==> src/pkg/lpsc_pkg.sv <==
// Constants, register map and state types of the link power state control.
// Assumes one core clock at 250 MHz and a synchronous active-high reset.
package lpsc_pkg;

  // ****************************************
  // Clock and timing
  // ****************************************
  localparam int CLK_PERIOD_NS = 4;
  localparam int CYC_PER_US = 1000 / CLK_PERIOD_NS;
  localparam int TW = 36;
  typedef logic [TW-1:0] lpsc_cnt_t;

  localparam int L0S_DFLT_NS = 6900;
  localparam int L0S_DFLT_CYC = (L0S_DFLT_NS + CLK_PERIOD_NS - 1) / CLK_PERIOD_NS;
  localparam logic [15:0] L1A_DFLT_US = 16'h03E8;
  localparam logic [15:0] L1A_DFLT_MS = L1A_DFLT_US / 16'h03E8;
  localparam logic [15:0] GAP_DFLT_NS = 16'h251C;
  localparam logic [15:0] PSW_DFLT_US = 16'h0004;
  localparam logic [15:0] REARM_DFLT_US = 16'h0032;
  localparam logic [15:0] TOFF_DFLT_MS = 16'h000A;
  localparam logic [7:0] TOFF_NEVER = 8'hFF;

  // ****************************************
  // Register offsets and fields
  // ****************************************
  localparam logic [7:0] OFS_SIM = 8'h00;
  localparam logic [7:0] OFS_L0S = 8'h40;
  localparam logic [7:0] OFS_L1A = 8'h50;
  localparam logic [7:0] OFS_GAP = 8'h54;
  localparam logic [7:0] OFS_L1 = 8'h60;
  localparam logic [7:0] OFS_REARM = 8'h64;
  localparam logic [7:0] OFS_CLKREQ = 8'h68;
  localparam logic [7:0] OFS_L2 = 8'h70;
  localparam logic [7:0] OFS_ACK_EP = 8'h80;
  localparam logic [7:0] OFS_ACK_RP = 8'h84;
  localparam logic [7:0] OFS_STATUS = 8'h90;
  localparam int BIT_EN = 0;
  localparam int TIME_LSB = 16;

  // ****************************************
  // Reported state codes
  // ****************************************
  localparam logic [4:0] CODE_IDLE = 5'h00;
  localparam logic [4:0] CODE_L1_WAIT = 5'h01;
  localparam logic [4:0] CODE_L1 = 5'h05;
  localparam logic [4:0] CODE_L1_EXIT = 5'h0A;
  localparam logic [4:0] CODE_L2_WAIT = 5'h0B;
  localparam logic [4:0] CODE_L23 = 5'h0D;
  localparam logic [4:0] CODE_L2 = 5'h0F;
  localparam logic [4:0] CODE_L0S = 5'h10;

  typedef enum logic [8:0] {
    ST_IDLE = 9'h001,
    ST_L0S_WAIT = 9'h002,
    ST_L0S = 9'h004,
    ST_L1_WAIT = 9'h008,
    ST_L1 = 9'h010,
    ST_L1_EXIT = 9'h020,
    ST_L2_WAIT = 9'h040,
    ST_L23 = 9'h080,
    ST_L2 = 9'h100
  } lpsc_fsm_t;

  typedef struct packed {
    logic sim_fast;
    logic [15:0] l0s_time;
    logic l0s_en;
    logic [15:0] l1a_time;
    logic l1a_en;
    logic [13:0] gap_time;
    logic gap_dis;
    logic [15:0] psw_time;
    logic l1_en;
    logic [7:0] rearm_time;
    logic clkreq_drv;
    logic l2_en;
    logic ack_manual;
    logic [7:0] toff_thr;
  } lpsc_cfg_t;

  localparam lpsc_cfg_t CFG_RST = '{l0s_en: 1'b1, l1a_en: 1'b1, l1_en: 1'b1,
                                    l2_en: 1'b1, default: '0};

  typedef struct packed {
    lpsc_cfg_t cfg;
    lpsc_fsm_t st;
    logic [4:0] code;
    lpsc_cnt_t ent_cnt;
    lpsc_cnt_t gap_cnt;
    lpsc_cnt_t rearm_cnt;
    lpsc_cnt_t toff_cnt;
    logic toff_run;
    logic ack_pend;
    logic ack_in_q;
    logic ps_path;
    logic aspm_req;
    logic send_ack;
    logic l2_cont;
    logic block;
    logic clkreq_n;
    logic [31:0] rdata;
  } lpsc_state_t;

  localparam lpsc_state_t STATE_RST = '{cfg: CFG_RST, st: ST_IDLE, default: '0};

endpackage : lpsc_pkg

==> src/lpsc_ctrl.sv <==
// Link power state control: timers, permissions and state report.
// Assumes all link-side inputs come from logic on the same core clock.
//
// How it works
// - Fast-timer bit turns millisecond timeouts into the same number of microseconds.
// - L0s entry waits programmed microseconds of idle; zero means 6.9 us.
// - L0s entered only while its permission bit is set; resets set.
// - ASPM L1 request waits programmed milliseconds; zero means 1000 us.
// - ASPM L1 entered only while its permission bit is set; resets set.
// - Consecutive ASPM L1 requests kept programmed ns apart; zero means 9500 ns.
// - Gap-disable bit set removes spacing between ASPM L1 requests; resets clear.
// - Upstream port waits programmed us after power-state write before L1; zero 4 us.
// - Non-ASPM L1 entered only while its permission bit is set; resets set.
// - After L1 exit outside D0, wait programmed us before non-ASPM L1 re-entry; zero 50 us.
// - Downstream port drives clock request only when drive bit set; resets clear.
// - L2 entered only while its permission bit is set; resets set.
// - Endpoint acknowledges turn-off automatically, or on user acknowledge rising edge.
// - Root waits programmed ms for acknowledge; 0xFF never times out, zero 10 ms.
// - State reported as 5-bit code with IDLE, L1, L23_READY, L2, L0s values.
module lpsc_ctrl #(
  parameter int P_CYC_PER_MS = 1000000 / lpsc_pkg::CLK_PERIOD_NS
) (
  // Clock and reset
  input wire logic i_clk,
  input wire logic i_reset,
  // Register port
  input wire logic [7:0] i_addr,
  input wire logic [31:0] i_wdata,
  input wire logic i_wr,
  input wire logic i_rd,
  output logic [31:0] o_rdata,
  // Port role
  input wire logic i_is_downstream,
  input wire logic i_is_root,
  // Link events
  input wire logic i_link_idle,
  input wire logic i_ps_l1_req,
  input wire logic i_not_d0,
  input wire logic i_exit_req,
  input wire logic i_turn_off_rx,
  input wire logic i_turn_off_sent,
  input wire logic i_to_ack_rx,
  input wire logic i_l2_ready_ack,
  // Link controls
  output logic o_l0s,
  output logic o_aspm_l1_req,
  output logic o_block_tlps,
  output logic o_send_to_ack,
  output logic o_l2_continue,
  output logic o_clkreq_n,
  output logic o_clkreq_n_oe,
  output logic [4:0] o_pm_state
);

  lpsc_pkg::lpsc_state_t q;
  lpsc_pkg::lpsc_state_t n;
  logic ack_rise;
  logic gap_ok;

  // ****************************************
  // Delay conversion
  // ****************************************
  function automatic lpsc_pkg::lpsc_cnt_t us_cyc(input logic [15:0] v,
                                                 input logic [15:0] dflt);
    logic [15:0] u;
    u = (v == 16'h0000) ? dflt : v;
    return lpsc_pkg::lpsc_cnt_t'(u) * lpsc_pkg::lpsc_cnt_t'(lpsc_pkg::CYC_PER_US);
  endfunction : us_cyc

  function automatic lpsc_pkg::lpsc_cnt_t ms_cyc(input logic [15:0] v,
                                                 input logic [15:0] dflt,
                                                 input logic fast);
    logic [15:0] u;
    lpsc_pkg::lpsc_cnt_t unit;
    u = (v == 16'h0000) ? dflt : v;
    unit = fast ? lpsc_pkg::lpsc_cnt_t'(lpsc_pkg::CYC_PER_US)
                : lpsc_pkg::lpsc_cnt_t'(P_CYC_PER_MS);
    return lpsc_pkg::lpsc_cnt_t'(u) * unit;
  endfunction : ms_cyc

  function automatic lpsc_pkg::lpsc_cnt_t gap_cyc(input logic [13:0] v);
    lpsc_pkg::lpsc_cnt_t u;
    u = (v == 14'h0000) ? lpsc_pkg::lpsc_cnt_t'(lpsc_pkg::GAP_DFLT_NS)
                        : lpsc_pkg::lpsc_cnt_t'(v);
    // Round up so the spacing is never short
    return (u + lpsc_pkg::lpsc_cnt_t'(lpsc_pkg::CLK_PERIOD_NS - 1)) /
           lpsc_pkg::lpsc_cnt_t'(lpsc_pkg::CLK_PERIOD_NS);
  endfunction : gap_cyc

  function automatic logic [4:0] code_of(input lpsc_pkg::lpsc_fsm_t s);
    logic [4:0] c;
    c = lpsc_pkg::CODE_IDLE;
    case (s)
      lpsc_pkg::ST_L0S: c = lpsc_pkg::CODE_L0S;
      lpsc_pkg::ST_L1_WAIT: c = lpsc_pkg::CODE_L1_WAIT;
      lpsc_pkg::ST_L1: c = lpsc_pkg::CODE_L1;
      lpsc_pkg::ST_L1_EXIT: c = lpsc_pkg::CODE_L1_EXIT;
      lpsc_pkg::ST_L2_WAIT: c = lpsc_pkg::CODE_L2_WAIT;
      lpsc_pkg::ST_L23: c = lpsc_pkg::CODE_L23;
      lpsc_pkg::ST_L2: c = lpsc_pkg::CODE_L2;
      default: c = lpsc_pkg::CODE_IDLE;
    endcase
    return c;
  endfunction : code_of

  // ****************************************
  // Next state
  // ****************************************
  always_comb begin
    n = q;
    n.aspm_req = 1'b0;
    n.send_ack = 1'b0;
    n.l2_cont = 1'b0;
    n.rdata = 32'h0000_0000;
    ack_rise = i_l2_ready_ack & ~q.ack_in_q;
    n.ack_in_q = i_l2_ready_ack;
    gap_ok = q.cfg.gap_dis || (q.gap_cnt == '0);

    // Register writes
    if (i_wr) begin
      if (i_addr == lpsc_pkg::OFS_SIM) begin
        n.cfg.sim_fast = i_wdata[lpsc_pkg::BIT_EN];
      end else if (i_addr == lpsc_pkg::OFS_L0S) begin
        n.cfg.l0s_time = i_wdata[lpsc_pkg::TIME_LSB +: 16];
        n.cfg.l0s_en = i_wdata[lpsc_pkg::BIT_EN];
      end else if (i_addr == lpsc_pkg::OFS_L1A) begin
        n.cfg.l1a_time = i_wdata[lpsc_pkg::TIME_LSB +: 16];
        n.cfg.l1a_en = i_wdata[lpsc_pkg::BIT_EN];
      end else if (i_addr == lpsc_pkg::OFS_GAP) begin
        n.cfg.gap_time = i_wdata[lpsc_pkg::TIME_LSB +: 14];
        n.cfg.gap_dis = i_wdata[lpsc_pkg::BIT_EN];
      end else if (i_addr == lpsc_pkg::OFS_L1) begin
        n.cfg.psw_time = i_wdata[lpsc_pkg::TIME_LSB +: 16];
        n.cfg.l1_en = i_wdata[lpsc_pkg::BIT_EN];
      end else if (i_addr == lpsc_pkg::OFS_REARM) begin
        n.cfg.rearm_time = i_wdata[lpsc_pkg::TIME_LSB +: 8];
      end else if (i_addr == lpsc_pkg::OFS_CLKREQ) begin
        n.cfg.clkreq_drv = i_wdata[lpsc_pkg::BIT_EN];
      end else if (i_addr == lpsc_pkg::OFS_L2) begin
        n.cfg.l2_en = i_wdata[lpsc_pkg::BIT_EN];
      end else if (i_addr == lpsc_pkg::OFS_ACK_EP) begin
        n.cfg.ack_manual = i_wdata[lpsc_pkg::BIT_EN];
      end else if (i_addr == lpsc_pkg::OFS_ACK_RP) begin
        n.cfg.toff_thr = i_wdata[7:0];
      end
    end

    // Register reads; unmapped offsets read zero
    if (i_rd) begin
      if (i_addr == lpsc_pkg::OFS_SIM) begin
        n.rdata = {31'h0, q.cfg.sim_fast};
      end else if (i_addr == lpsc_pkg::OFS_L0S) begin
        n.rdata = {q.cfg.l0s_time, 15'h0000, q.cfg.l0s_en};
      end else if (i_addr == lpsc_pkg::OFS_L1A) begin
        n.rdata = {q.cfg.l1a_time, 15'h0000, q.cfg.l1a_en};
      end else if (i_addr == lpsc_pkg::OFS_GAP) begin
        n.rdata = {2'h0, q.cfg.gap_time, 15'h0000, q.cfg.gap_dis};
      end else if (i_addr == lpsc_pkg::OFS_L1) begin
        n.rdata = {q.cfg.psw_time, 15'h0000, q.cfg.l1_en};
      end else if (i_addr == lpsc_pkg::OFS_REARM) begin
        n.rdata = {8'h00, q.cfg.rearm_time, 16'h0000};
      end else if (i_addr == lpsc_pkg::OFS_CLKREQ) begin
        n.rdata = {31'h0, q.cfg.clkreq_drv};
      end else if (i_addr == lpsc_pkg::OFS_L2) begin
        n.rdata = {31'h0, q.cfg.l2_en};
      end else if (i_addr == lpsc_pkg::OFS_ACK_EP) begin
        n.rdata = {31'h0, q.cfg.ack_manual};
      end else if (i_addr == lpsc_pkg::OFS_ACK_RP) begin
        n.rdata = {24'h000000, q.cfg.toff_thr};
      end else if (i_addr == lpsc_pkg::OFS_STATUS) begin
        n.rdata = {27'h0, q.code};
      end
    end

    // Free-running guard timers
    if (q.gap_cnt != '0) begin
      n.gap_cnt = q.gap_cnt - lpsc_pkg::lpsc_cnt_t'(1);
    end
    if (q.rearm_cnt != '0) begin
      n.rearm_cnt = q.rearm_cnt - lpsc_pkg::lpsc_cnt_t'(1);
    end

    // Endpoint acknowledge scheduling; a new turn-off beats a pending clear
    if (!i_is_root && i_turn_off_rx) begin
      if (!q.cfg.ack_manual) begin
        n.send_ack = 1'b1;
      end else begin
        n.ack_pend = 1'b1;
      end
    end else if (q.ack_pend && q.cfg.ack_manual && ack_rise) begin
      n.send_ack = 1'b1;
      n.ack_pend = 1'b0;
    end

    // Root acknowledge timeout
    if (i_is_root && i_turn_off_sent) begin
      n.toff_run = 1'b1;
      n.toff_cnt = ms_cyc({8'h00, q.cfg.toff_thr}, lpsc_pkg::TOFF_DFLT_MS, q.cfg.sim_fast);
    end else if (q.toff_run) begin
      if (i_to_ack_rx ||
          (q.cfg.toff_thr != lpsc_pkg::TOFF_NEVER && q.toff_cnt <= 1)) begin
        n.toff_run = 1'b0;
        n.l2_cont = 1'b1;
      end else if (q.cfg.toff_thr != lpsc_pkg::TOFF_NEVER) begin
        n.toff_cnt = q.toff_cnt - lpsc_pkg::lpsc_cnt_t'(1);
      end
    end

    // Power state machine
    case (q.st)
      lpsc_pkg::ST_IDLE: begin
        if (((!i_is_root && i_turn_off_rx) || (i_is_root && i_turn_off_sent)) &&
            q.cfg.l2_en) begin
          n.st = lpsc_pkg::ST_L2_WAIT;
        end else if (i_ps_l1_req && q.cfg.l1_en && q.rearm_cnt == '0) begin
          n.st = lpsc_pkg::ST_L1_WAIT;
          n.ps_path = 1'b1;
          // Downstream ports send no completion, so no wait
          n.ent_cnt = i_is_downstream ? lpsc_pkg::lpsc_cnt_t'(1)
                                      : us_cyc(q.cfg.psw_time, lpsc_pkg::PSW_DFLT_US);
        end else if (i_link_idle && q.cfg.l1a_en && gap_ok) begin
          n.st = lpsc_pkg::ST_L1_WAIT;
          n.ps_path = 1'b0;
          n.ent_cnt = ms_cyc(q.cfg.l1a_time, lpsc_pkg::L1A_DFLT_MS, q.cfg.sim_fast);
        end else if (i_link_idle && q.cfg.l0s_en) begin
          n.st = lpsc_pkg::ST_L0S_WAIT;
          n.ent_cnt = (q.cfg.l0s_time == 16'h0000)
                      ? lpsc_pkg::lpsc_cnt_t'(lpsc_pkg::L0S_DFLT_CYC)
                      : us_cyc(q.cfg.l0s_time, 16'h0001);
        end
      end
      lpsc_pkg::ST_L0S_WAIT: begin
        if (!i_link_idle || !q.cfg.l0s_en) begin
          n.st = lpsc_pkg::ST_IDLE;
        end else if (q.ent_cnt <= 1) begin
          n.st = lpsc_pkg::ST_L0S;
        end else begin
          n.ent_cnt = q.ent_cnt - lpsc_pkg::lpsc_cnt_t'(1);
        end
      end
      lpsc_pkg::ST_L0S: begin
        if (!i_link_idle) begin
          n.st = lpsc_pkg::ST_IDLE;
        end
      end
      lpsc_pkg::ST_L1_WAIT: begin
        if ((q.ps_path && !q.cfg.l1_en) ||
            (!q.ps_path && (!i_link_idle || !q.cfg.l1a_en))) begin
          n.st = lpsc_pkg::ST_IDLE;
        end else if (q.ent_cnt <= 1) begin
          n.st = lpsc_pkg::ST_L1;
          n.block = 1'b1;
          if (!q.ps_path) begin
            n.aspm_req = 1'b1;
            n.gap_cnt = q.cfg.gap_dis ? '0 : gap_cyc(q.cfg.gap_time);
          end
        end else begin
          n.ent_cnt = q.ent_cnt - lpsc_pkg::lpsc_cnt_t'(1);
        end
      end
      lpsc_pkg::ST_L1: begin
        if (i_exit_req) begin
          n.st = lpsc_pkg::ST_L1_EXIT;
        end
      end
      lpsc_pkg::ST_L1_EXIT: begin
        n.st = lpsc_pkg::ST_IDLE;
        n.block = 1'b0;
        if (i_not_d0) begin
          n.rearm_cnt = us_cyc({8'h00, q.cfg.rearm_time}, lpsc_pkg::REARM_DFLT_US);
        end
      end
      lpsc_pkg::ST_L2_WAIT: begin
        if (!q.cfg.l2_en) begin
          n.st = lpsc_pkg::ST_IDLE;
        end else if (q.send_ack || q.l2_cont) begin
          n.st = lpsc_pkg::ST_L23;
          n.block = 1'b1;
        end
      end
      lpsc_pkg::ST_L23: begin
        if (i_link_idle) begin
          n.st = lpsc_pkg::ST_L2;
        end
      end
      lpsc_pkg::ST_L2: begin
        if (i_exit_req) begin
          n.st = lpsc_pkg::ST_IDLE;
          n.block = 1'b0;
        end
      end
      default: begin
        n.st = lpsc_pkg::ST_IDLE;
      end
    endcase

    n.code = code_of(n.st);
    // Clock request released only where the reference clock may stop
    n.clkreq_n = (n.st == lpsc_pkg::ST_L1) || (n.st == lpsc_pkg::ST_L2);
  end

  always_ff @(posedge i_clk) begin
    if (i_reset) begin
      q <= lpsc_pkg::STATE_RST;
    end else begin
      q <= n;
    end
  end

  // ****************************************
  // Outputs
  // ****************************************
  assign o_rdata = q.rdata;
  assign o_l0s = (q.code == lpsc_pkg::CODE_L0S);
  assign o_aspm_l1_req = q.aspm_req;
  assign o_block_tlps = q.block;
  assign o_send_to_ack = q.send_ack;
  assign o_l2_continue = q.l2_cont;
  assign o_clkreq_n = q.clkreq_n;
  assign o_clkreq_n_oe = i_is_downstream & q.cfg.clkreq_drv;
  assign o_pm_state = q.code;

  lpsc_pkg::lpsc_cnt_t wait_cyc;
  always_ff @(posedge i_clk) begin
    if (i_reset || q.st != n.st) begin
      wait_cyc <= lpsc_pkg::lpsc_cnt_t'(1);
    end else begin
      wait_cyc <= wait_cyc + lpsc_pkg::lpsc_cnt_t'(1);
    end
  end
endmodule : lpsc_ctrl

==> config.mk <==
export PLATFORM = sky130hd
export DESIGN_NAME = lpsc_ctrl
export DESIGN_NICKNAME = d
export VERILOG_FILES = /design/src/pkg/lpsc_pkg.sv /design/src/lpsc_ctrl.sv
export SDC_FILE = /design/constraint.sdc
export NUM_CORES = 2
export LEC_CHECK = 0
export BUFFER_PORTS_ARGS = -buffer_cell sky130_fd_sc_hd__buf_2
export CAP_MARGIN = 5
export CORE_MARGIN = 2
export CORE_UTILIZATION = 60
export CTS_CLUSTER_DIAMETER = 80
export DETAILED_ROUTE_END_ITERATION = 7
export MAX_ROUTING_LAYER = met4
export PLACE_DENSITY_LB_ADDON = 0.15
export SKIP_CTS_REPAIR_TIMING = 1
export SLEW_MARGIN = 20
export SYNTH_ARGS = -nofsm -noshare
export SYNTH_HDL_FRONTEND = slang
export SYNTH_SLANG_ARGS = --single-unit
==> constraint.sdc <==
create_clock -name i_clk -period 7.5 [get_ports i_clk]
set_clock_uncertainty 0.05 [all_clocks]
set_input_delay 1.125 -clock i_clk [delete_from_list [all_inputs] [get_ports i_clk]]
set_output_delay 1.125 -clock i_clk [all_outputs]
set_load 0.005 [all_outputs]
==> impl_metrics.json <==
{
  "synth.largest_area_cell": "dfxtp_1",
  "dp_hpwl_um": 66400,
  "pre_cts_slack_ns": 0.547,
  "async_reset_ff_share_pct": 0,
  "layout_min_cycle_time_ns": 6.76,
  "synth-adder-area-share_pct": 34.0,
  "nets": 4377,
  "synth_top_family_by_area": "adder cells",
  "synth_seq_area_share_pct": 18.3,
  "grt_max_degree": 72,
  "routed_wl_um": 83300,
  "setup_slack_ns": 0.738,
  "utilization_pct": 64.8,
  "gp_congestion": 0.981,
  "hold_viol": 0,
  "insertion_delay_ns": 0.55,
  "clockPowerShare_pct": 31.6,
  "synth_ff_type": "dfxtp_1",
  "syn_inst": 3662,
  "drtIter0Drc": 2159,
  "drive_gt1_share_pct": 5.75,
  "min_to": "q[139]$_SDFF_PP0_",
  "cellPowerDensity_nw_per_um2": 180,
  "min_path_type": "register to register",
  "power.share.sequential_pct": 32.2,
  "leakage_nw": 15.7,
  "r2r-start": "q[284]$_SDFFE_PP0P_",
  "netlist_area_um2": 30300,
  "dieArea_um2": 52300,
  "reg2reg_to": "q[176]$_SDFFE_PP0P_",
  "grt-ovfl-total": 0,
  "via_count": 26300,
  "worst-path-max-fanout": 25,
  "io_buffers": 81,
  "post-route-period-util_pct": 90.2,
  "syn_area_per_cell_um2": 8.26,
  "synth_compound_area_share_pct": 14.5,
  "grt_usage_pct": 33.1,
  "drc_errors": 0,
  "min_path_cells": 2,
  "fin_setup_tns_ns": 0,
  "end_kind": "register",
  "ys_ff_latch": 277,
  "p_switching_mw": 2.24,
  "combinationalPowerShare_pct": 36.2,
  "cts.path.max_buffers": 3,
  "dieHeight_um": 229,
  "grt_pass1_vias": 26300,
  "synth.most_common_cell": "inv_1",
  "vdd_ir_drop_max_uv": 158,
  "synth_cell_types": 80,
  "ff2ff_path_depth": 24,
  "cp_cell_sequence": "buf_4, and2_1, inv_1, fa_1, inv_1, fa_1, ha_1, ha_1, fa_1, inv_1, fa_1, inv_1, ha_1, a2111o_1, a21o_1, a2111oi_0, buf_4, nor4_1, a2111oi_0, buf_4, a21oi_1, xor2_1, a21oi_1, o22ai_1",
  "drv_slew": 0,
  "yosysWarnings": 0,
  "placementRows": 82,
  "postRouteAntennaNets": 0,
  "firstDrtPassIters": 7,
  "reg2reg_setup_slack_ns": 0.74,
  "drt-wirelength-per-cell_um": 19.1,
  "htreeDepth": 2,
  "max_slew_margin_pct": 20.5,
  "initial_core_util_pct": 60.6,
  "coreArea_um2": 50000,
  "synth_edf_count": 0,
  "cts_tree": "done",
  "cts_buffers": 34,
  "clock_sinks": 277,
  "clockRootBuffer": "clkbuf_16",
  "ys_top_cells_by_area": "dfxtp_1, fa_1, ha_1",
  "place_inst": 4298,
  "max_stage_delay_ns": 0.66,
  "io_pins": 98,
  "criticalPathCategory": "register to register",
  "status": "finished, final reports clean",
  "grt_pass1_wl_um": 136000,
  "synth-simple-area-share_pct": 17.7,
  "netSwitchingFraction_pct": 38.4,
  "synth_mux_area_share_pct": 1.26,
  "min_from": "q[139]$_SDFF_PP0_",
  "yosys.area.top_type_share_pct": 18.3,
  "worstMarginPinSlew_ns": 1.19,
  "synth_xor_area_share_pct": 4.83,
  "critical_path_arrival_ns": 7.11,
  "maxCapViolations": 0,
  "finalSetupViolCount": 0,
  "die_w_um": 229,
  "synthTopCellsByCount": "inv_1, ha_1, nor2_1",
  "fin_cells": 4365,
  "nFillCells": 4270,
  "path_clk_slew_ns": 0.07,
  "fmax_mhz": 148,
  "internal_power_mw": 3.59,
  "rsz0062_at_grt": "no",
  "antenna_found_initial": 4,
  "critPathLaunchType": "register",
  "routed_via_density": 6.02,
  "required_ns": 7.84,
  "cp_slowest_cell": "dfxtp_2",
  "area_growth_syn_to_layout_pct": 7.05
}
==> metal layers <==
layer	vias to the layer above	GRT usage, %	routed length [um]	share of wire [%]
met3	157	5.91	6960	8.4
met4	0	10.5	2400	2.9
li1	12300	-	-	-
met5	-	-	0	0
met1	12700	43.0	35500	43
met2	1062	52.5	38400	46
==> cell type report <==
class	count	area, um^2	share of cell area (%)
Clock buffer	46	1000	3.09
Inverter	545	2050	6.31
Multi-Input combinational cell	2684	22000	67.9
Sequential cell	277	5550	17.1
Timing Repair Buffer	120	704	2.17
Antenna cell	5	12.5	0.0386
Tap cell	672	841	2.60
Clock inverter	16	255	0.788
==> metrics by stage <==
step | hold WS, ns | cell area, um^2 | power, mW
6_report | 0.419 | 32400 | 5.83
5_1_grt | 0.452 | 32400 | 6.17
3_5_place_dp | 0.415 | 31100 | 3.94
3_3_place_gp | 0.390 | 31100 | 3.86
4_1_cts | 0.423 | 32400 | 5.81
2_1_floorplan | 0.382 | 30300 | 3.43
==> worst max-delay path, delay by kind of cell, from the launching register on <==
kind	cells	cell delay (ns)
XOR/XNOR	1	0.15
flip-flops	1	0.66
AO/OA/AOI/OAI	7	1.71
AND/OR/NAND/NOR	2	0.25
adder cells (fa/ha/maj)	7	2.85
buffers and inverters	7	0.92
==> kinds of logic (layout without fill, tap and decap cells) <==
kind of cell	Yosys count	count (layout)
buf+inv	708	727
simple gates	1116	1116
other cells	1	13
flops	277	277
compound gates	694	694
xor+xnor	167	167
fa+ha+maj	661	661
mux	38	38
==> worst max path at each step <==
stage                   startpoint                   to  slack [ns]  cells past startpoint
5_1_grt        q[271]$_SDFFE_PP0P_  q[172]$_SDFFE_PP0P_        0.32                     24
3_5_place_dp   q[284]$_SDFFE_PP0P_  q[176]$_SDFFE_PP0P_        0.55                     24
4_1_cts        q[284]$_SDFFE_PP0P_  q[176]$_SDFFE_PP0P_        0.47                     24
6_report       q[284]$_SDFFE_PP0P_  q[176]$_SDFFE_PP0P_        0.74                     24
2_1_floorplan  q[284]$_SDFFE_PP0P_  q[176]$_SDFFE_PP0P_        1.07                     24
3_3_place_gp   q[284]$_SDFFE_PP0P_  q[176]$_SDFFE_PP0P_        0.66                     24
==> sequential cells by signal, indices dropped and copies added (netlist names) <==
register       cells
o_block_tlps       1
o_pm_state         5
q                243
o_send_to_ack      1
o_clkreq_n         1
o_l2_continue      1
o_rdata           24
o_aspm_l1_req      1
==> power by group through the flow <==
stage               logic (mW)  clock network, mW  registers, mW
finish                    2.11               1.84           1.88
global route              2.34               1.92           1.90
CTS                       2.08               1.86           1.87
detailed placement        2.05                  0           1.90
global placement          1.98                  0           1.88
floorplan                 1.59                  0           1.84
==> cell usage in the layout, fill, tap and decap left out, types with 34 or more instances in the layout <==
master / count
xor2_1: 66
nor3_1: 94
a21oi_1: 226
nand3_1: 65
o22ai_1: 42
nor2_1: 324
mux2i_1: 37
xnor2_1: 101
inv_1: 545
fa_1: 270
nand2b_1: 43
nor2b_1: 35
nand2_1: 291
buf_4: 39
buf_2: 80
o21ai_0: 139
dfxtp_1: 276
nor4_1: 62
or3_1: 40
ha_1: 391
a22oi_1: 53
clkbuf_16: 37
a21o_1: 34
and2_1: 35
(Power assumes the default switching activity.)
